<file path="src/shared/ssps_pkg.sv">
// constants and types of the sync serial port status block
// Function
// - two protocols: SPI or I2C, by config
// - status bits 7 and 6 read zero
// - data/address bit: 1 data, 0 address
// - I2C stop bit set when stop last
// - I2C start bit set when start last
// - disabling port clears start and stop bits
// - buffer full set when reception completes
// - status at 94h, read-only, resets zero
`default_nettype none
package ssps_pkg;
  localparam logic [7:0] OFF_CTRL = 8'h90;
  localparam logic [7:0] OFF_STAT = 8'h94;
  localparam logic [7:0] OFF_BUF = 8'h98;
  localparam logic [7:0] OFF_ADDR = 8'h9c;
  localparam logic [7:0] OFF_IRQ = 8'ha0;
  localparam logic [7:0] OFF_MASK = 8'ha4;
  // control fields
  localparam int CT_EN = 0;
  localparam int CT_I2C = 1;
  localparam int CT_TEN = 2;
  // status fields
  localparam int ST_DA = 5;
  localparam int ST_P = 4;
  localparam int ST_S = 3;
  localparam int ST_RW = 2;
  localparam int ST_RELOAD = 1;
  localparam int ST_FULL = 0;
  // interrupt fields
  localparam int IR_BYTE = 0;
  localparam int IR_START = 1;
  localparam int IR_STOP = 2;
  // reset values
  localparam logic [2:0] RST_CTRL = 3'h0;
  localparam logic [7:0] RST_ADDR = 8'h00;
  localparam logic [7:0] RST_BUF = 8'h00;
  localparam logic [2:0] RST_MASK = 3'h0;
  // last bit index of a byte
  localparam logic [3:0] BIT_LAST = 4'h7;
  typedef enum logic [2:0] {
    LK_IDLE, LK_ADDR, LK_RX, LK_ACK, LK_TX, LK_TXACK
  } ssps_link_e;
endpackage
`default_nettype wire
</file>
<file path="src/rtl/ssps_sync.sv">
// two-flop synchroniser for the link pins
`default_nettype none
module ssps_sync (
  input wire logic pclk,
  input wire logic presetn,
  input wire logic [2:0] din,
  output logic [2:0] dout
);
  import ssps_pkg::*;
  typedef struct packed {
    logic [2:0] s1;
    logic [2:0] s2;
  } ssps_sync_s;
  ssps_sync_s q;
  ssps_sync_s d;

  // first stage feeds only the second stage
  always_comb begin
    d = q;
    d.s1 = din;
    d.s2 = q.s1;
  end

  always_ff @(posedge pclk or negedge presetn) begin
    if (!presetn) begin
      // pins idle high, so no false edge follows reset
      q <= '1;
    end else begin
      q <= d;
    end
  end

  assign dout = q.s2;
endmodule // ssps_sync
`default_nettype wire

</file>
<file path="src/rtl/ssps_top.sv">
// status flag logic of the sync serial port with APB registers
//
// Decided for this implementation: the APB slave port.
`default_nettype none
module ssps_top (
  input wire logic pclk,
  input wire logic presetn,
  input wire logic psel,
  input wire logic penable,
  input wire logic pwrite,
  input wire logic [7:0] paddr,
  input wire logic [31:0] pwdata,
  output logic [31:0] prdata,
  output logic pready,
  output logic pslverr,
  input wire logic scl_i,
  input wire logic sda_i,
  input wire logic ss_n_i,
  output logic sda_o,
  output logic sda_oe,
  output logic sdo,
  output logic sdo_oe,
  output logic irq
);
  import ssps_pkg::*;

  typedef struct packed {
    ssps_link_e st;
    ssps_link_e nxt;
    logic [3:0] cnt;
    logic [7:0] sr;
    logic [7:0] buf_v;
    logic [7:0] addr;
    logic [2:0] ctrl;
    logic da;
    logic p;
    logic s;
    logic rw;
    logic reload;
    logic full;
    logic hi_ok;
    logic lo_next;
    logic [2:0] irq_st;
    logic [2:0] mask;
    logic scl_p;
    logic sda_p;
    logic sda_o;
    logic sda_oe;
    logic sdo;
    logic sdo_oe;
    logic irqo;
    logic pready;
    logic pslverr;
    logic [31:0] prdata;
  } ssps_state_s;

  ssps_state_s q;
  ssps_state_s d;
  logic [2:0] pins;
  logic scl;
  logic sda;
  logic ssn;
  logic rise;
  logic fall;
  logic en;
  logic i2c;
  logic ten;
  logic setup;
  logic acc;
  logic hit;
  logic ev_start;
  logic ev_stop;
  logic ev_match;
  logic ev_rx;
  logic ev_tx;
  logic [7:0] byte_in;
  logic [5:0] stat;

  ////////////////////////////////////////////////////////////////////
  // pins cross into pclk before any use
  ssps_sync u_sync (
    .pclk(pclk),
    .presetn(presetn),
    .din({ss_n_i, sda_i, scl_i}),
    .dout(pins)
  );

  assign scl = pins[0];
  assign sda = pins[1];
  assign ssn = pins[2];
  assign rise = scl & ~q.scl_p;
  assign fall = ~scl & q.scl_p;
  assign en = q.ctrl[CT_EN];
  assign i2c = q.ctrl[CT_I2C];
  assign ten = q.ctrl[CT_TEN];
  assign setup = psel & ~penable & ~q.pready;
  assign acc = psel & penable & q.pready;
  assign byte_in = {q.sr[6:0], sda};
  assign stat = {q.da, q.p, q.s, q.rw, q.reload, q.full};
  assign hit = (paddr == OFF_CTRL) | (paddr == OFF_STAT) |
               (paddr == OFF_BUF) | (paddr == OFF_ADDR) |
               (paddr == OFF_IRQ) | (paddr == OFF_MASK);

  ////////////////////////////////////////////////////////////////////
  always_comb begin
    d = q;
    ev_start = 1'b0;
    ev_stop = 1'b0;
    ev_match = 1'b0;
    ev_rx = 1'b0;
    ev_tx = 1'b0;
    d.scl_p = scl;
    d.sda_p = sda;
    d.sda_o = 1'b0;
    d.pready = setup;
    // bus slave: answer one cycle after setup, snapshot read data
    if (setup) begin
      d.pslverr = ~hit;
      d.prdata = '0;
      case (paddr)
        OFF_CTRL: d.prdata[2:0] = q.ctrl;
        OFF_STAT: d.prdata[5:0] = stat;
        OFF_BUF: d.prdata[7:0] = q.buf_v;
        OFF_ADDR: d.prdata[7:0] = q.addr;
        OFF_IRQ: d.prdata[2:0] = q.irq_st;
        OFF_MASK: d.prdata[2:0] = q.mask;
        default: d.prdata = '0;
      endcase
    end
    if (acc && pwrite) begin
      case (paddr)
        OFF_CTRL: d.ctrl = pwdata[2:0];
        OFF_BUF: begin
          d.buf_v = pwdata[7:0];
          if (i2c) begin
            d.full = 1'b1;
          end else if (q.cnt == 4'h0) begin
            d.sr = pwdata[7:0];
          end
        end
        OFF_ADDR: begin
          d.addr = pwdata[7:0];
          d.reload = 1'b0;
        end
        OFF_MASK: d.mask = pwdata[2:0];
        default: d.mask = q.mask;
      endcase
    end
    if (acc && !pwrite) begin
      // only bits shown to software are cleared, so none is lost
      if (paddr == OFF_IRQ) begin
        d.irq_st = q.irq_st & ~q.prdata[2:0];
      end
      if (paddr == OFF_BUF && !(i2c && q.st == LK_TX)) begin
        d.full = 1'b0;
      end
    end
    ////////////////////////////////////////////////////////////////
    // protocol select
    if (en && i2c) begin
      d.sdo_oe = 1'b0;
      if (scl && q.scl_p && !sda && q.sda_p) begin
        ev_start = 1'b1;
        d.s = 1'b1;
        d.p = 1'b0;
        d.rw = 1'b0;
        d.st = LK_ADDR;
        d.cnt = 4'h0;
        d.sda_oe = 1'b0;
      end else if (scl && q.scl_p && sda && !q.sda_p) begin
        ev_stop = 1'b1;
        d.p = 1'b1;
        d.s = 1'b0;
        d.rw = 1'b0;
        d.st = LK_IDLE;
        d.sda_oe = 1'b0;
        d.hi_ok = 1'b0;
        d.lo_next = 1'b0;
      end else begin
        case (q.st)
          LK_ADDR, LK_RX: begin
            if (rise) begin
              d.sr = byte_in;
              d.cnt = q.cnt + 4'h1;
              if (q.cnt == BIT_LAST) begin
                d.cnt = 4'h0;
                d.st = LK_ACK;
                if (q.st == LK_RX) begin
                  ev_rx = 1'b1;
                  d.buf_v = byte_in;
                  d.full = 1'b1;
                  d.da = 1'b1;
                  d.nxt = LK_RX;
                end else if (q.lo_next) begin
                  if (byte_in == q.addr) begin
                    ev_match = 1'b1;
                    d.hi_ok = 1'b1;
                    d.lo_next = 1'b0;
                    d.nxt = LK_RX;
                  end else begin
                    d.st = LK_IDLE;
                  end
                end else if (byte_in[7:1] == q.addr[7:1] &&
                             (!ten || !byte_in[0] || q.hi_ok)) begin
                  ev_match = 1'b1;
                  d.rw = byte_in[0];
                  d.lo_next = ten & ~byte_in[0];
                  if (byte_in[0]) begin
                    d.nxt = LK_TX;
                  end else if (ten) begin
                    d.nxt = LK_ADDR;
                  end else begin
                    d.nxt = LK_RX;
                  end
                end else begin
                  d.st = LK_IDLE;
                end
                if (d.st == LK_ACK && ev_match) begin
                  d.da = 1'b0;
                  d.reload = ten;
                end
              end
            end
          end
          LK_ACK: begin
            if (fall) begin
              if (!q.sda_oe) begin
                d.sda_oe = 1'b1;
              end else begin
                d.sda_oe = 1'b0;
                d.st = q.nxt;
                d.cnt = 4'h0;
                if (q.nxt == LK_TX) begin
                  d.sr = q.buf_v;
                  d.sda_oe = ~q.buf_v[7];
                end
              end
            end
          end
          LK_TX: begin
            if (rise) begin
              d.sr = {q.sr[6:0], 1'b0};
              d.cnt = q.cnt + 4'h1;
              if (q.cnt == BIT_LAST) begin
                ev_tx = 1'b1;
                d.full = 1'b0;
                d.da = 1'b1;
                d.cnt = 4'h0;
                d.st = LK_TXACK;
              end
            end else if (fall) begin
              d.sda_oe = ~q.sr[7];
            end
          end
          LK_TXACK: begin
            if (fall) begin
              d.sda_oe = 1'b0;
            end else if (rise) begin
              // a not-ack from the master ends the read
              if (sda) begin
                d.st = LK_IDLE;
                d.rw = 1'b0;
              end else begin
                d.st = LK_TX;
                d.sr = q.buf_v;
              end
            end
          end
          default: d.st = LK_IDLE;
        endcase
      end
    end else if (en) begin
      // spi slave: sample on rising, shift out on falling
      d.sdo_oe = ~ssn;
      d.sda_oe = 1'b0;
      if (ssn) begin
        d.cnt = 4'h0;
        d.sdo = q.sr[7];
      end else if (rise) begin
        d.sr = byte_in;
        d.cnt = q.cnt + 4'h1;
        if (q.cnt == BIT_LAST) begin
          ev_rx = 1'b1;
          d.cnt = 4'h0;
          d.buf_v = byte_in;
          d.full = 1'b1;
          d.da = 1'b1;
        end
      end else if (fall) begin
        d.sdo = q.sr[7];
      end
    end else begin
      d.s = 1'b0;
      d.p = 1'b0;
      d.st = LK_IDLE;
      d.cnt = 4'h0;
      d.sda_oe = 1'b0;
      d.sdo_oe = 1'b0;
      d.hi_ok = 1'b0;
      d.lo_next = 1'b0;
    end
    ////////////////////////////////////////////////////////////////
    // events win over a read clear in the same cycle
    d.irq_st[IR_BYTE] = d.irq_st[IR_BYTE] | ev_rx | ev_tx;
    d.irq_st[IR_START] = d.irq_st[IR_START] | ev_start;
    d.irq_st[IR_STOP] = d.irq_st[IR_STOP] | ev_stop;
    d.irqo = |(d.irq_st & d.mask);
  end

  ////////////////////////////////////////////////////////////////////
  always_ff @(posedge pclk or negedge presetn) begin
    if (!presetn) begin
      q <= '0;
      q.st <= LK_IDLE;
      q.nxt <= LK_IDLE;
      q.ctrl <= RST_CTRL;
      q.addr <= RST_ADDR;
      q.buf_v <= RST_BUF;
      q.mask <= RST_MASK;
      q.scl_p <= 1'b1;
      q.sda_p <= 1'b1;
    end else begin
      q <= d;
    end
  end

  assign prdata = q.prdata;
  assign pready = q.pready;
  assign pslverr = q.pslverr;
  assign sda_o = q.sda_o;
  assign sda_oe = q.sda_oe;
  assign sdo = q.sdo;
  assign sdo_oe = q.sdo_oe;
  assign irq = q.irqo;
endmodule // ssps_top
`default_nettype wire

</file>
<file path="config.mk">
export PLATFORM = sky130hd
export DESIGN_NAME = ssps_top
export DESIGN_NICKNAME = d
export VERILOG_FILES = /design/src/shared/ssps_pkg.sv /design/src/rtl/ssps_sync.sv /design/src/rtl/ssps_top.sv
export SDC_FILE = /design/constraint.sdc
export NUM_CORES = 1
export LEC_CHECK = 0
export BUFFER_PORTS_ARGS = -buffer_cell sky130_fd_sc_hd__buf_4
export CAP_MARGIN = 20
export CELL_PAD_IN_SITES_DETAIL_PLACEMENT = 1
export CELL_PAD_IN_SITES_GLOBAL_PLACEMENT = 2
export CORE_MARGIN = 10
export CORE_UTILIZATION = 31
export CTS_CLUSTER_DIAMETER = 200
export DETAILED_ROUTE_END_ITERATION = 16
export GPL_TIMING_DRIVEN = 0
export PLACE_DENSITY = 0.89
export SETUP_SLACK_MARGIN = 0.2
export SYNTH_ARGS = -nofsm -noshare
export SYNTH_HDL_FRONTEND = slang
export SYNTH_SLANG_ARGS = --single-unit
</file>
<file path="constraint.sdc">
create_clock -name pclk -period 2.4 [get_ports pclk]
set_clock_uncertainty 0.15 [all_clocks]
set_input_delay 0.12 -clock pclk [delete_from_list [all_inputs] [get_ports pclk]]
set_output_delay 0.12 -clock pclk [all_outputs]
set_load 0.02 [all_outputs]
</file>
==> summary.md, run 1 <==
The tools report the total area of multi-input combinational cells as 0.00310 mm^2. Cells fill 44.2% of the core in the end. The logs give 842 for the non-filler instance count after layout and 0.405 GHz for the maximum clock frequency. Entering global routing, the biggest net connects 74 pins. For the number of H-tree levels, the log shows 3. The post-detailed-route DRC marker count was 0; the via count of the first global-routing pass was 4,829. Summed over all nets, the switching power comes to 0.762 mW. For the sequential area share after synthesis, the log shows 38.5%. The deepest clock path buffer count came out at 2.

After detailed routing, the average wire length per cell comes to 21.1 um. In this run, flip-flops and latches consume 41.4% of the power. Sorting the synthesized cells by area gives the leading types as dfrtp_1 (34%), mux2_2 (5.9%), buf_4 (5.2%), o21ai_0 (5.0%), dfstp_2 (4.4%).

The die width was 144 um. Across every metal layer, demand over resource in global routing totals 16.8%. The pre-antenna-repair detailed-routing pass consisted of 4 iterations.

After synthesis, the netlist uses 66 different library cells. The logs give 0 for the final hold violation count and 535 for the post-synthesis instance total. The tools report the initial antenna violation count as 0.

The sum of net half-perimeters after detailed placement is 12.3 mm. The total overflow left after global routing is 0. The run finished, with violations left.

Counting tap cells, the placed design contains a total of 784 instances. The worst min-delay path category is in2reg. The number of buffers created by CTS was 9. The worst-margin pin slew came out at 979 ps. Headroom to the max-slew limit came out at 34.8%.

Once the floorplan was initialized, standard cells occupied 31.5% of the core. The tools report the power share of the combinational group as 11.2%. In the layout the commonest cells are buf_4 (94), dfrtp_1 (64), nand2_1 (42). Summing every instance area after synthesis gives 0.00477 mm^2.

The most common flop cell mapped by yosys is dfrtp_1. The met1 routing resource usage after global routing is 20.9%, and the number of enable-type register cells in the synthesized netlist is 0. The clock net in this run drives a total of 73 sinks.

The commonest non-fill, non-tap cell in the layout was buf_4. The detailed router placed 4,676 vias in this run. The row count is 45, and the final period demand of the worst path is 2470 ps. The routed design has 17.8 mm of wire.

Of the total power, the share spent switching nets is 24.7%. The design draws 3.08 mW. The count of nets left with antenna violations once routing finished came out at 0. Setup repair after global routing could not meet its margin everywhere. The clock slew at the register clock pins of the worst setup and hold paths was 60 ps; the peak fanout along the critical path was 7.

The worst setup path is launched from a register. The clock network accounts for 47.4% of the total power. The run gives 0 as the max-slew violation total from the final report. STA classifies the critical path endpoint as a register.

The worst vdd rail ir drop is 0.334 mV. The clock latency on the worst-skew pair came out at 350 ps. At the end of routability-driven placement, the weighted congestion stood at 0.884. For this block, the initial DRC count from the detailed router was 300. Of the cells placed in the final design, the portion with a size suffix greater than 1 is 38.1%. For met3 alone, demand over resource in global routing was 4.53%. The register area was 0.00184 mm^2. The worst register-to-register path begins at q[86].

Summed over all instances, the cell type with the most area after synthesis is dfrtp_1. Max-cap violations in this run came to 0. The tree is rooted in a clkbuf_16. The met2 routing resource usage after global routing is 27.1%, and the leakage power of the design is 2.85 nW. The final layout contains 699 nets.

The count of buffers from port buffering works out to 37. The repair_antennas step left the layout with diodes totalling 0. The die covers 0.0208 mm^2. The internal portion of the total power is 2.32 mW. The first global-routing pass estimated 27.3 mm of wire. At the worst endpoint, the required time is 2480 ps.

The worst setup path is of the reg2reg kind. From synthesis to final layout, the design area changed by 40.1%. For this run, the number of Yosys warnings is 0.

The fraction of registers with async set/reset was 100%. In this run the most critical hold path is launched from paddr[3]. The fraction of synthesized cell area taken by the top area cell type came out at 34.1%. TritonCTS built the clock tree.

Power spread over the standard cell area amounts to 461 mW/mm^2. The number of flip-flops and latches in the synthesized netlist works out to 73. The average cell area after synthesis is 8.92 um^2, and the die height is 144 um. Data on the critical path arrives at its endpoint at 2550 ps.

During I/O placement, the number of pins put on the boundary was 87. The final reports fail on negative setup slack. The via density per instance was 5.55. The core region is 0.0151 mm^2. The portion of the clock cycle consumed by the worst path in the final layout is 103%.

The layout has 1,737 filler cells. The highest-utilization routing layer at the global route stage was met2. The critical path starts at q[86]. Setup violations remaining at the end of the flow were counted as 2. The run gives -69.0 ps as the slack of the critical path.
per-layer routing:
metal	vias up	routed length [um]
met4	0	454
met2	160	8460
li1	2142	-
met1	2337	7820
met5	-	0
met3	37	1040
logic make-up (layout without fill, tap and decap cells):
family,Yosys count,count (layout),share of synthesized area (%)
muxes,42,42,9.47
and+or+nand+nor,166,166,18.3
DFF,73,73,38.5
adders and majority gates,2,2,0.524
buffers and inverters,79,174,9.10
xor gates and xnor gates,11,11,2.02
AOI/OAI and AO/OA,161,161,22.0
other,1,25,0.0786
sequential cells by signal, summed over array words and instances, names as in the netlist:
register and flops:
en 1, sda_oe 1, byte_in 7, u_sync.d 3, pslverr 1, sdo_oe 1
sdo 1, irq 1, i2c 1, q 44, u_sync.dout 3, pready 1
prdata 8
what timing repair did:
action	4_1_cts	5_1_grt
endpoints found under the setup margin	37	26
endpoints found under the hold margin	88	0
setup buffers	21	8
pin swaps	17	20
cloned	1	0
hold buffers	12	0
resized for setup	100	61
path summary, 6_finish.rpt:
check	endpoint	slack, ps	cells after the start
max	byte_in[1]	-70	6
min	prdata[1]	20	4
max reg2reg	byte_in[1]	-70	6
min reg2reg	u_sync.dout[1]	210	0
max in group asynchronous	q[57]	1100	2
min in group asynchronous	byte_in[7]	320	2
power groups by stage:
stage                     registers [mW]  clock network [mW]  logic [mW]
final                               1.28                1.46       0.345
after detailed placement            1.30                   0       0.279
after global routing                1.28                1.55       0.374
after CTS                           1.28                1.50       0.322
after floorplan                     1.29                   0       0.163
after global placement              1.29                   0       0.274
stage by stage:
stage	setup TNS (ps)	setup slack [ps]	area (um^2)	hold WS, ps
floorplan	0	171	4890	-326
global placement	-8360	-383	5410	80.2
detailed placement	-11000	-515	5410	80.4
CTS	0	0.824	6380	16.5
global route	-548	-142	6690	36.0
finish	-123	-69.0	6690	24.0
layout make-up:
| cell class | count | share of cell area [%] |
|---|---|---|
| clock inverters | 5 | 1.22 |
| flip-flops and latches | 73 | 27.5 |
| repair buffers | 79 | 9.78 |
| plain buffers | 67 | 7.48 |
| well taps | 188 | 3.52 |
| multi-input cells | 407 | 46.4 |
| inverters | 12 | 0.674 |
| clock buffers | 11 | 3.48 |
critical path: stages, from the launching register on:
cell and delay (ps):
dfrtp_1 430, or3b_2 570, o21ai_2 350, o21ai_0 200
a221oi_2 290, nand3_1 120, a22o_1 240
cell usage after synthesis (all sizes together), types with 6 or more instances:
master  instances
mux2           25
a31oi           6
dfstp           8
a21oi          33
nor2           39
a221oi         10
nor2b           7
a211oi          9
a311oi          6
mux2i          17
nor3           15
xor2            8
o21ai          49
nand2b          6
a22oi           9
dfrtp          65
inv            12
nand2          45
nand3          10
buf            41
clkbuf         26
Note: power is estimated with default switching activity, not from simulation.
==> run 2, diff against run 1 <==
--- a/config.mk
+++ b/config.mk
@@ -5,7 +5,7 @@
 export SDC_FILE = /design/constraint.sdc
 export NUM_CORES = 1
 export LEC_CHECK = 0
-export BUFFER_PORTS_ARGS = -buffer_cell sky130_fd_sc_hd__buf_4
+export BUFFER_PORTS_ARGS = -buffer_cell sky130_fd_sc_hd__buf_2
 export CAP_MARGIN = 20
 export CELL_PAD_IN_SITES_DETAIL_PLACEMENT = 1
 export CELL_PAD_IN_SITES_GLOBAL_PLACEMENT = 2
==> summary.md, run 2 (synthesis results as in run 1) <==
The clock latency on the worst-skew pair is 350 ps (about the same), and the number of primary I/O pins is 87 (unchanged). For the row count, the log shows 45 (unchanged). Traced cell by cell, the critical path runs through inv_1 > ha_1 > nor4b_4 > and4b_2 > buf_6 > mux2_4 > a221oi_2 > nand3_1 > a22o_1. Aggregate global-route resource usage: 17.1% (+0.29 points). In the layout the commonest cells are buf_4 (68), dfrtp_1 (64), buf_2 (43).

The worst hold path begins at psel. The flip-flop count of the largest register, all copies and words added was 44 (unchanged); the deepest clock path buffer count was 2 (unchanged). TritonCTS built the clock tree.

The largest register by flop count was q. Leaving out fill and tap cells, the most frequent cell in the layout is buf_4. The initial antenna violation count is 0 (unchanged), and the global-route wire length before repair is 27.9 mm (+2.4%).

The data required time at the worst endpoint is 2480 ps (about the same), and the total power per unit cell area is 440 mW/mm^2 (-4.6%). The stage delay of the slowest cell on the critical path is 380 ps (-190 ps). The number of setup violations in the final report came out at 1 (-1). The tools report the post-route cell area as 0.00666 mm^2 (-0.41%).

The logs give 2.93 mW (-5.0%) for the total power and 0.0208 mm^2 (unchanged) for the overall die area. The run gives -40 ps (+30 ps) as the reg2reg setup slack. The logs give 14.1 ps (-9.92 ps) for the worst hold slack across all endpoints and 44.0% (-0.18 points) for the share of the core filled with cells in the final layout. The critical-path cell with the highest stage delay was dfrtp_1. Type of the worst setup path: reg2reg.

The maximum clock frequency is 0.410 GHz (+1.2%), and the peak fanout along the critical path is 5 (-2). The run gives 0 (unchanged) as the number of maximum-capacitance violations. The tools report the capture endpoint of the worst hold path as pslverr.

Worst min-delay path category: in2reg. Final period demand of the worst path: 2440 ps (-29.5 ps). The max-slew violation total from the final report came out at 0 (unchanged). The via total after detailed routing is 4,739 (+1.3%).

The number of cells traversed by the worst hold path was 3 (-1). Headroom to the max-slew limit: 57.4% (+23 points). The run gives 0.313 mV (-6.2%) as the worst vdd rail ir drop. Setup repair after global routing could not meet its margin everywhere. Data arrival time of the critical path: 2520 ps (-30 ps). Fraction of layout cells with a size suffix above 1: 39.0% (+0.91 points).

The checks that failed: negative setup slack. The logs give 31.5% (unchanged) for the initial core utilization and 5,033 (+4.2%) for the via count of the first global-routing pass. The depth of the worst register-to-register path works out to 9 (+3). The tree is rooted in a clkbuf_16.

The post-detailed-route DRC marker count came out at 0 (unchanged). The worst register-to-register path begins at q[83]. The largest net degree at the start of global routing is 69 (-6.8%), and the count of routing violations after the opening detailed-route iteration is 318 (+6.0%). The worst setup timing slack at the placement stage came out at -612 ps (-97.5 ps). Family of cells with the greatest summed delay on the critical path: simple AND/OR/NAND/NOR gates. The logs give 0 (unchanged) for the residual antenna-violating net count after detailed routing and 73 (unchanged) for the number of clock sinks. The logs give 18.1 mm (+2.0%) for the final routed wirelength across all metal layers and 3 (unchanged) for the number of H-tree levels. The first-pass detailed-route iteration total is 5 (+1). The logs give 0 (unchanged) for the total congestion overflow and 712 (+1.9%) for the number of nets at the end of the flow. STA classifies the critical path startpoint as a register. The antenna cell count is 0 (unchanged). The area inside the core boundary came out at 0.0151 mm^2 (unchanged).

Compared with the post-synthesis result, the final layout area differs by 39.6%. The run gives 0.00535 mm^2 (-1.2%) as the post-detailed-placement cell area. The weighted congestion at the end of routability-driven global placement was 0.905 (+2.4%); the sum of net half-perimeters after detailed placement was 12.5 mm (+1.1%). The number of buffers created by CTS is 9 (unchanged), and the die height is 144 um (unchanged). The portion of the clock cycle consumed by the worst path in the final layout works out to 102% (-1.2 points). The tools report the final hold violation count as 0 (unchanged). The leakage power of the design was 2.86 nW (+0.46%); the number of buffer and inverter stages on the critical path was 2 (+2). The die width was 144 um (unchanged). The flow ran to the end, but the final reports show violations. The tools report the reg-to-reg critical path endpoint as byte_in[1]. The slack of the critical path was -39.6 ps (+29.5 ps); the via density per instance was 5.54 (-0.19%). The wire length per cell after detailed routing is 21.2 um (+0.46%), and the worst-margin pin slew is 639 ps (-339 ps). The worst setup path is captured at a register. The count of buffers from port buffering came out at 37 (unchanged). Clock slew at the register clock pins of the worst setup and hold paths: 60 ps (about the same).
==> run 2: changes by cell type in the layout (fill, tap and decap cells not counted), sizes merged <==
cell,change
buf,+13
bufinv,-2
clkinvlp,+2
==> run 2: power by group <==
part	leakage, nW	switching, mW	total (mW)	internal (mW)
sequential	0.899	0.0180	1.27	1.26
clock	0.134	0.572	1.33	0.760
combinational	1.83	0.189	0.323	0.134
total	2.86	0.779	2.93	2.15
==> run 2: worst max path at each step <==
stage               slack [ps]  startpoint    endpoint  cells past startpoint
finish                     -40       q[83]  byte_in[1]                      9
global route              -120       q[83]  byte_in[1]                      9
CTS                          6       q[82]  byte_in[1]                      9
detailed placement        -610       q[40]       q[85]                      5
global placement          -390       q[40]       q[85]                      5
floorplan                  170    paddr[1]  byte_in[1]                      8
==> run 2: cell type report <==
cell class | count | area, um^2
inverter | 12 | 45.0
tap | 188 | 235
sequential | 73 | 1840
fill | 1745 | 8490
clock buffer | 11 | 253
multi-input combinational | 407 | 3060
buffer | 67 | 493
clock inverter | 5 | 40.0
timing repair buffer | 92 | 697
==> run 2: timing repair <==
| action | 4_1_cts | 5_1_grt |
|---|---|---|
| hold buffers | 12 | 0 |
| resized for setup | 107 | 49 |
| hold endpoints to repair | 84 | 0 |
| setup endpoints to repair | 37 | 32 |
| gates cloned | 1 | 0 |
| setup buffers | 23 | 18 |
| pin swaps | 16 | 17 |
==> run 2: worst register-to-register path, cell delays in order (launching register included) <==
cell and delay, ps:
dfrtp_1 380, inv_1 70, ha_1 140, nor4b_4 220, and4b_2 320, buf_6 150
mux2_4 320, a221oi_2 250, nand3_1 100, a22o_1 220
==> run 2: metrics by stage <==
| step | std cells | TNS (ps) |
|---|---|---|
| 6_report | 855 | -39.6 |
| 4_1_cts | 837 | 0 |
| 2_1_floorplan | 559 | 0 |
| 3_5_place_dp | 785 | -11680 |
| 3_3_place_gp | 784 | -8430 |
| 5_1_grt | 855 | -647 |
==> run 2: routing by layer <==
layer	routed length, um	vias up	GRT usage (%)	share of wire, %
li1	-	2167	-	-
met5	0	-	0	0
met3	1000	28	3.94	5.5
met2	8780	153	27.9	48
met1	7920	2391	21.4	44
met4	430	0	6.45	2.4
==> run 3, diff against run 2 <==
--- a/config.mk
+++ b/config.mk
@@ -7,14 +7,14 @@
 export LEC_CHECK = 0
 export BUFFER_PORTS_ARGS = -buffer_cell sky130_fd_sc_hd__buf_2
 export CAP_MARGIN = 20
-export CELL_PAD_IN_SITES_DETAIL_PLACEMENT = 1
-export CELL_PAD_IN_SITES_GLOBAL_PLACEMENT = 2
+export CELL_PAD_IN_SITES_DETAIL_PLACEMENT = 0
+export CELL_PAD_IN_SITES_GLOBAL_PLACEMENT = 1
 export CORE_MARGIN = 10
-export CORE_UTILIZATION = 31
+export CORE_UTILIZATION = 38
 export CTS_CLUSTER_DIAMETER = 200
 export DETAILED_ROUTE_END_ITERATION = 16
 export GPL_TIMING_DRIVEN = 0
-export PLACE_DENSITY = 0.89
+export PLACE_DENSITY = 0.88
 export SETUP_SLACK_MARGIN = 0.2
 export SYNTH_ARGS = -nofsm -noshare
 export SYNTH_HDL_FRONTEND = slang
==> summary.md, run 3 (synthesis results as in run 1) <==
The logs give 0.418 GHz (+1.9%) for the maximum clock frequency and 486 (+53%) for the count of routing violations after the opening detailed-route iteration. Top layer used by detailed routing: met4. The run gives 0 (unchanged) as the total congestion overflow. The logs give 9.6% (-1.4 points) for the power share of the combinational group and 6.51 mm (-18%) for the sum of routed wire segments on met1.

The run finished with clean final reports. The tools report the number of maximum-capacitance violations as 0 (unchanged). The tools report the clock tree root driver cell as clkbuf_16. The headroom to the max-slew limit is 56.5% (-0.86 points).

For the area inside the core boundary, the log shows 0.0122 mm^2 (-20%). The tools report the non-filler instance count after layout as 821 (-4.0%). The length of routed met2 wiring is 7.58 mm (-14%), and the via count of the first global-routing pass is 4,638 (-7.8%). The commonest non-fill, non-tap cell in the layout is buf_4. For the sum of net half-perimeters after detailed placement, the log shows 10.9 mm (-12%). The initial antenna violation count was 0 (unchanged); the count of buffers from port buffering was 37 (unchanged).

The initial core utilization came out at 39.2% (+7.7 points). The number of clock sinks is 73 (unchanged). The final period demand of the worst path came out at 2390 ps (-45.8 ps). The type of the worst setup path is reg2reg.

Power share of the clock group: 51.0% (+5.5 points). The fraction of layout cells with a size suffix above 1 was 38.4% (-0.54 points). Worst-margin pin slew: 652 ps (+13.0 ps).

The total power came out at 3.23 mW (+10%). The largest individual stage delay along the critical path comes from the cell dfrtp_2. The filler cell count was 1,045 (-40%). The worst setup path is captured at a register. For the weighted congestion at the end of routability-driven global placement, the log shows 0.937 (+3.6%). The run gives 3 (unchanged) as the number of H-tree levels. TritonCTS built the clock tree.

The number of nets at the end of the flow was 698 (-2.0%). Counting flops per register, the top entry is q. The category of the worst setup path launch point was a register. Total area of multi-input combinational cells: 0.00306 mm^2 (about the same). The peak fanout along the critical path came out at 5 (unchanged).

The via density per instance came out at 5.76 (+3.9%). The final hold violation count is 0 (unchanged). The run gives 0 (unchanged) as the antenna cell count. The post-route cell area is 0.00655 mm^2 (-1.6%), and the die width is 132 um (-8.3%).

The power spent charging and discharging nets is 0.751 mW (-3.6%), and the amount of wire on met3 after detailed routing is 1.32 mm (+31%). The register area was 0.00184 mm^2 (unchanged). The residual antenna-violating net count after detailed routing is 0 (unchanged), and the area growth from synthesis to final layout is 37.3%.

The logs give 765 (-2.5%) for the cell count after placement and 58 (-16%) for the largest net degree at the start of global routing. The global-route wire length before repair is 24.8 mm (-11%). The worst vdd rail ir drop is 0.438 mV (+40%), and the overall die area is 0.0174 mm^2 (-16%).

The wire length per cell after detailed routing was 19.2 um (-9.2%). The max-slew violation total from the final report was 0 (unchanged). The fraction of power consumed by sequential logic was 39.3% (-4.2 points); the total power per unit cell area was 494 mW/mm^2 (+12%). The first-pass detailed-route iteration total came out at 5 (unchanged).

The via total after detailed routing was 4,728 (-0.23%); the die height was 132 um (-8.3%). The run gives 2490 ps (about the same) as the data required time at the worst endpoint. The stage delay of the slowest cell on the critical path works out to 410 ps (+30 ps). The data arrival time of the critical path came out at 2480 ps (-40 ps).

Setup repair after global routing could not meet its margin everywhere. The logs give 17.4% (+0.30 points) for the aggregate global-route resource usage and 2.81 nW (-1.9%) for the leakage power of the design. In this run the worst hold path is classified as in2reg. The post-detailed-route DRC marker count was 0 (unchanged); the fraction of power spent switching nets was 23.2% (-3.4 points). The top cell types in the final layout, fill and taps aside, are buf_4 (65), dfrtp_1 (64), nand2_1 (44). Flip-flop count of the largest register, all copies and words added: 44 (unchanged). The run gives 15.8 mm (-13%) as the final routed wirelength across all metal layers. The tools report the clock latency on the worst-skew pair as 350 ps (about the same). The post-detailed-placement cell area was 0.00532 mm^2 (-0.47%); the number of setup violations in the final report was 0 (-1).

Internal power consumption: 2.48 mW (+16%). Traced cell by cell, the critical path runs through inv_2 > ha_4 > nor4b_4 > and4b_2 > buf_6 > mux2_4 > a221oi_2 > nand3_1 > a22o_1. For the number of primary I/O pins, the log shows 87 (unchanged). The clock slew at the register clock pins of the worst setup and hold paths works out to 60 ps (about the same). The deepest clock path buffer count is 2 (unchanged). The portion of the clock cycle consumed by the worst path in the final layout was 99.7% (-1.9 points). For the row count, the log shows 40 (-11%). For the number of buffers created by CTS, the log shows 9 (unchanged).
## run 3: critical path, delay by kind of cell, from the launching register on
| kind | cells | cell delay (ps) |
|---|---|---|
| compound gates | 2 | 450 |
| fa+ha+maj | 1 | 120 |
| buf+inv | 2 | 210 |
| flops | 1 | 410 |
| mux | 1 | 310 |
| simple gates | 3 | 650 |
## run 3: through the flow
stage               utilization [%]  hold WS [ps]  TNS, ps  worst slack, ps
detailed placement             43.7          -133    -8960             -524
floorplan                         -          -326        0              171
global placement               43.5          76.9    -7780             -494
finish                         53.9          39.8        0             6.18
global route                   53.9          41.7     -269            -75.4
CTS                            51.4          23.5        0             5.18
## run 3: routing by layer
layer | vias up | global-route usage [%]
met4 | 0 | 6.49
met2 | 250 | 28.4
met5 | - | 0
met1 | 2289 | 21.5
met3 | 45 | 4.42
li1 | 2144 | -
## run 3: area by class of cell
class                           count  area share [%]
Buffer                             67            7.26
Clock buffer                       12            4.07
Timing Repair Buffer               78            8.46
Tap cell                          168            3.21
Inverter                           12           0.745
Sequential cell                    73            28.1
Clock inverter                      4            1.49
Multi-Input combinational cell    407            46.7
## run 3: final timing paths
path	startpoint	end	slack, ps	depth (start not counted)
setup / recovery	q[82]	byte_in[1]	6	9
max in group asynchronous	presetn	u_sync.dout[2]	1440	3
hold reg to reg	u_sync.d[1]	u_sync.dout[1]	200	0
min in group asynchronous	presetn	q[88]	60	2
setup reg to reg	q[82]	byte_in[1]	6	9
hold / removal	psel	pslverr	40	3
## run 3: power groups by stage
stage	Sequential [mW]	Combinational [mW]	Clock, mW
floorplan	1.29	0.163	0
global placement	1.29	0.256	0
detailed placement	1.29	0.266	0
CTS	1.27	0.300	1.68
global route	1.27	0.334	1.72
finish	1.27	0.311	1.65
## run 3: repair_timing
action,in CTS,in global routing
hold buffers,11,0
gates resized for setup,88,73
endpoints found under the hold margin,87,0
setup endpoints to repair,36,30
buffers inserted,16,12
gates cloned,1,0
pin swaps,10,21
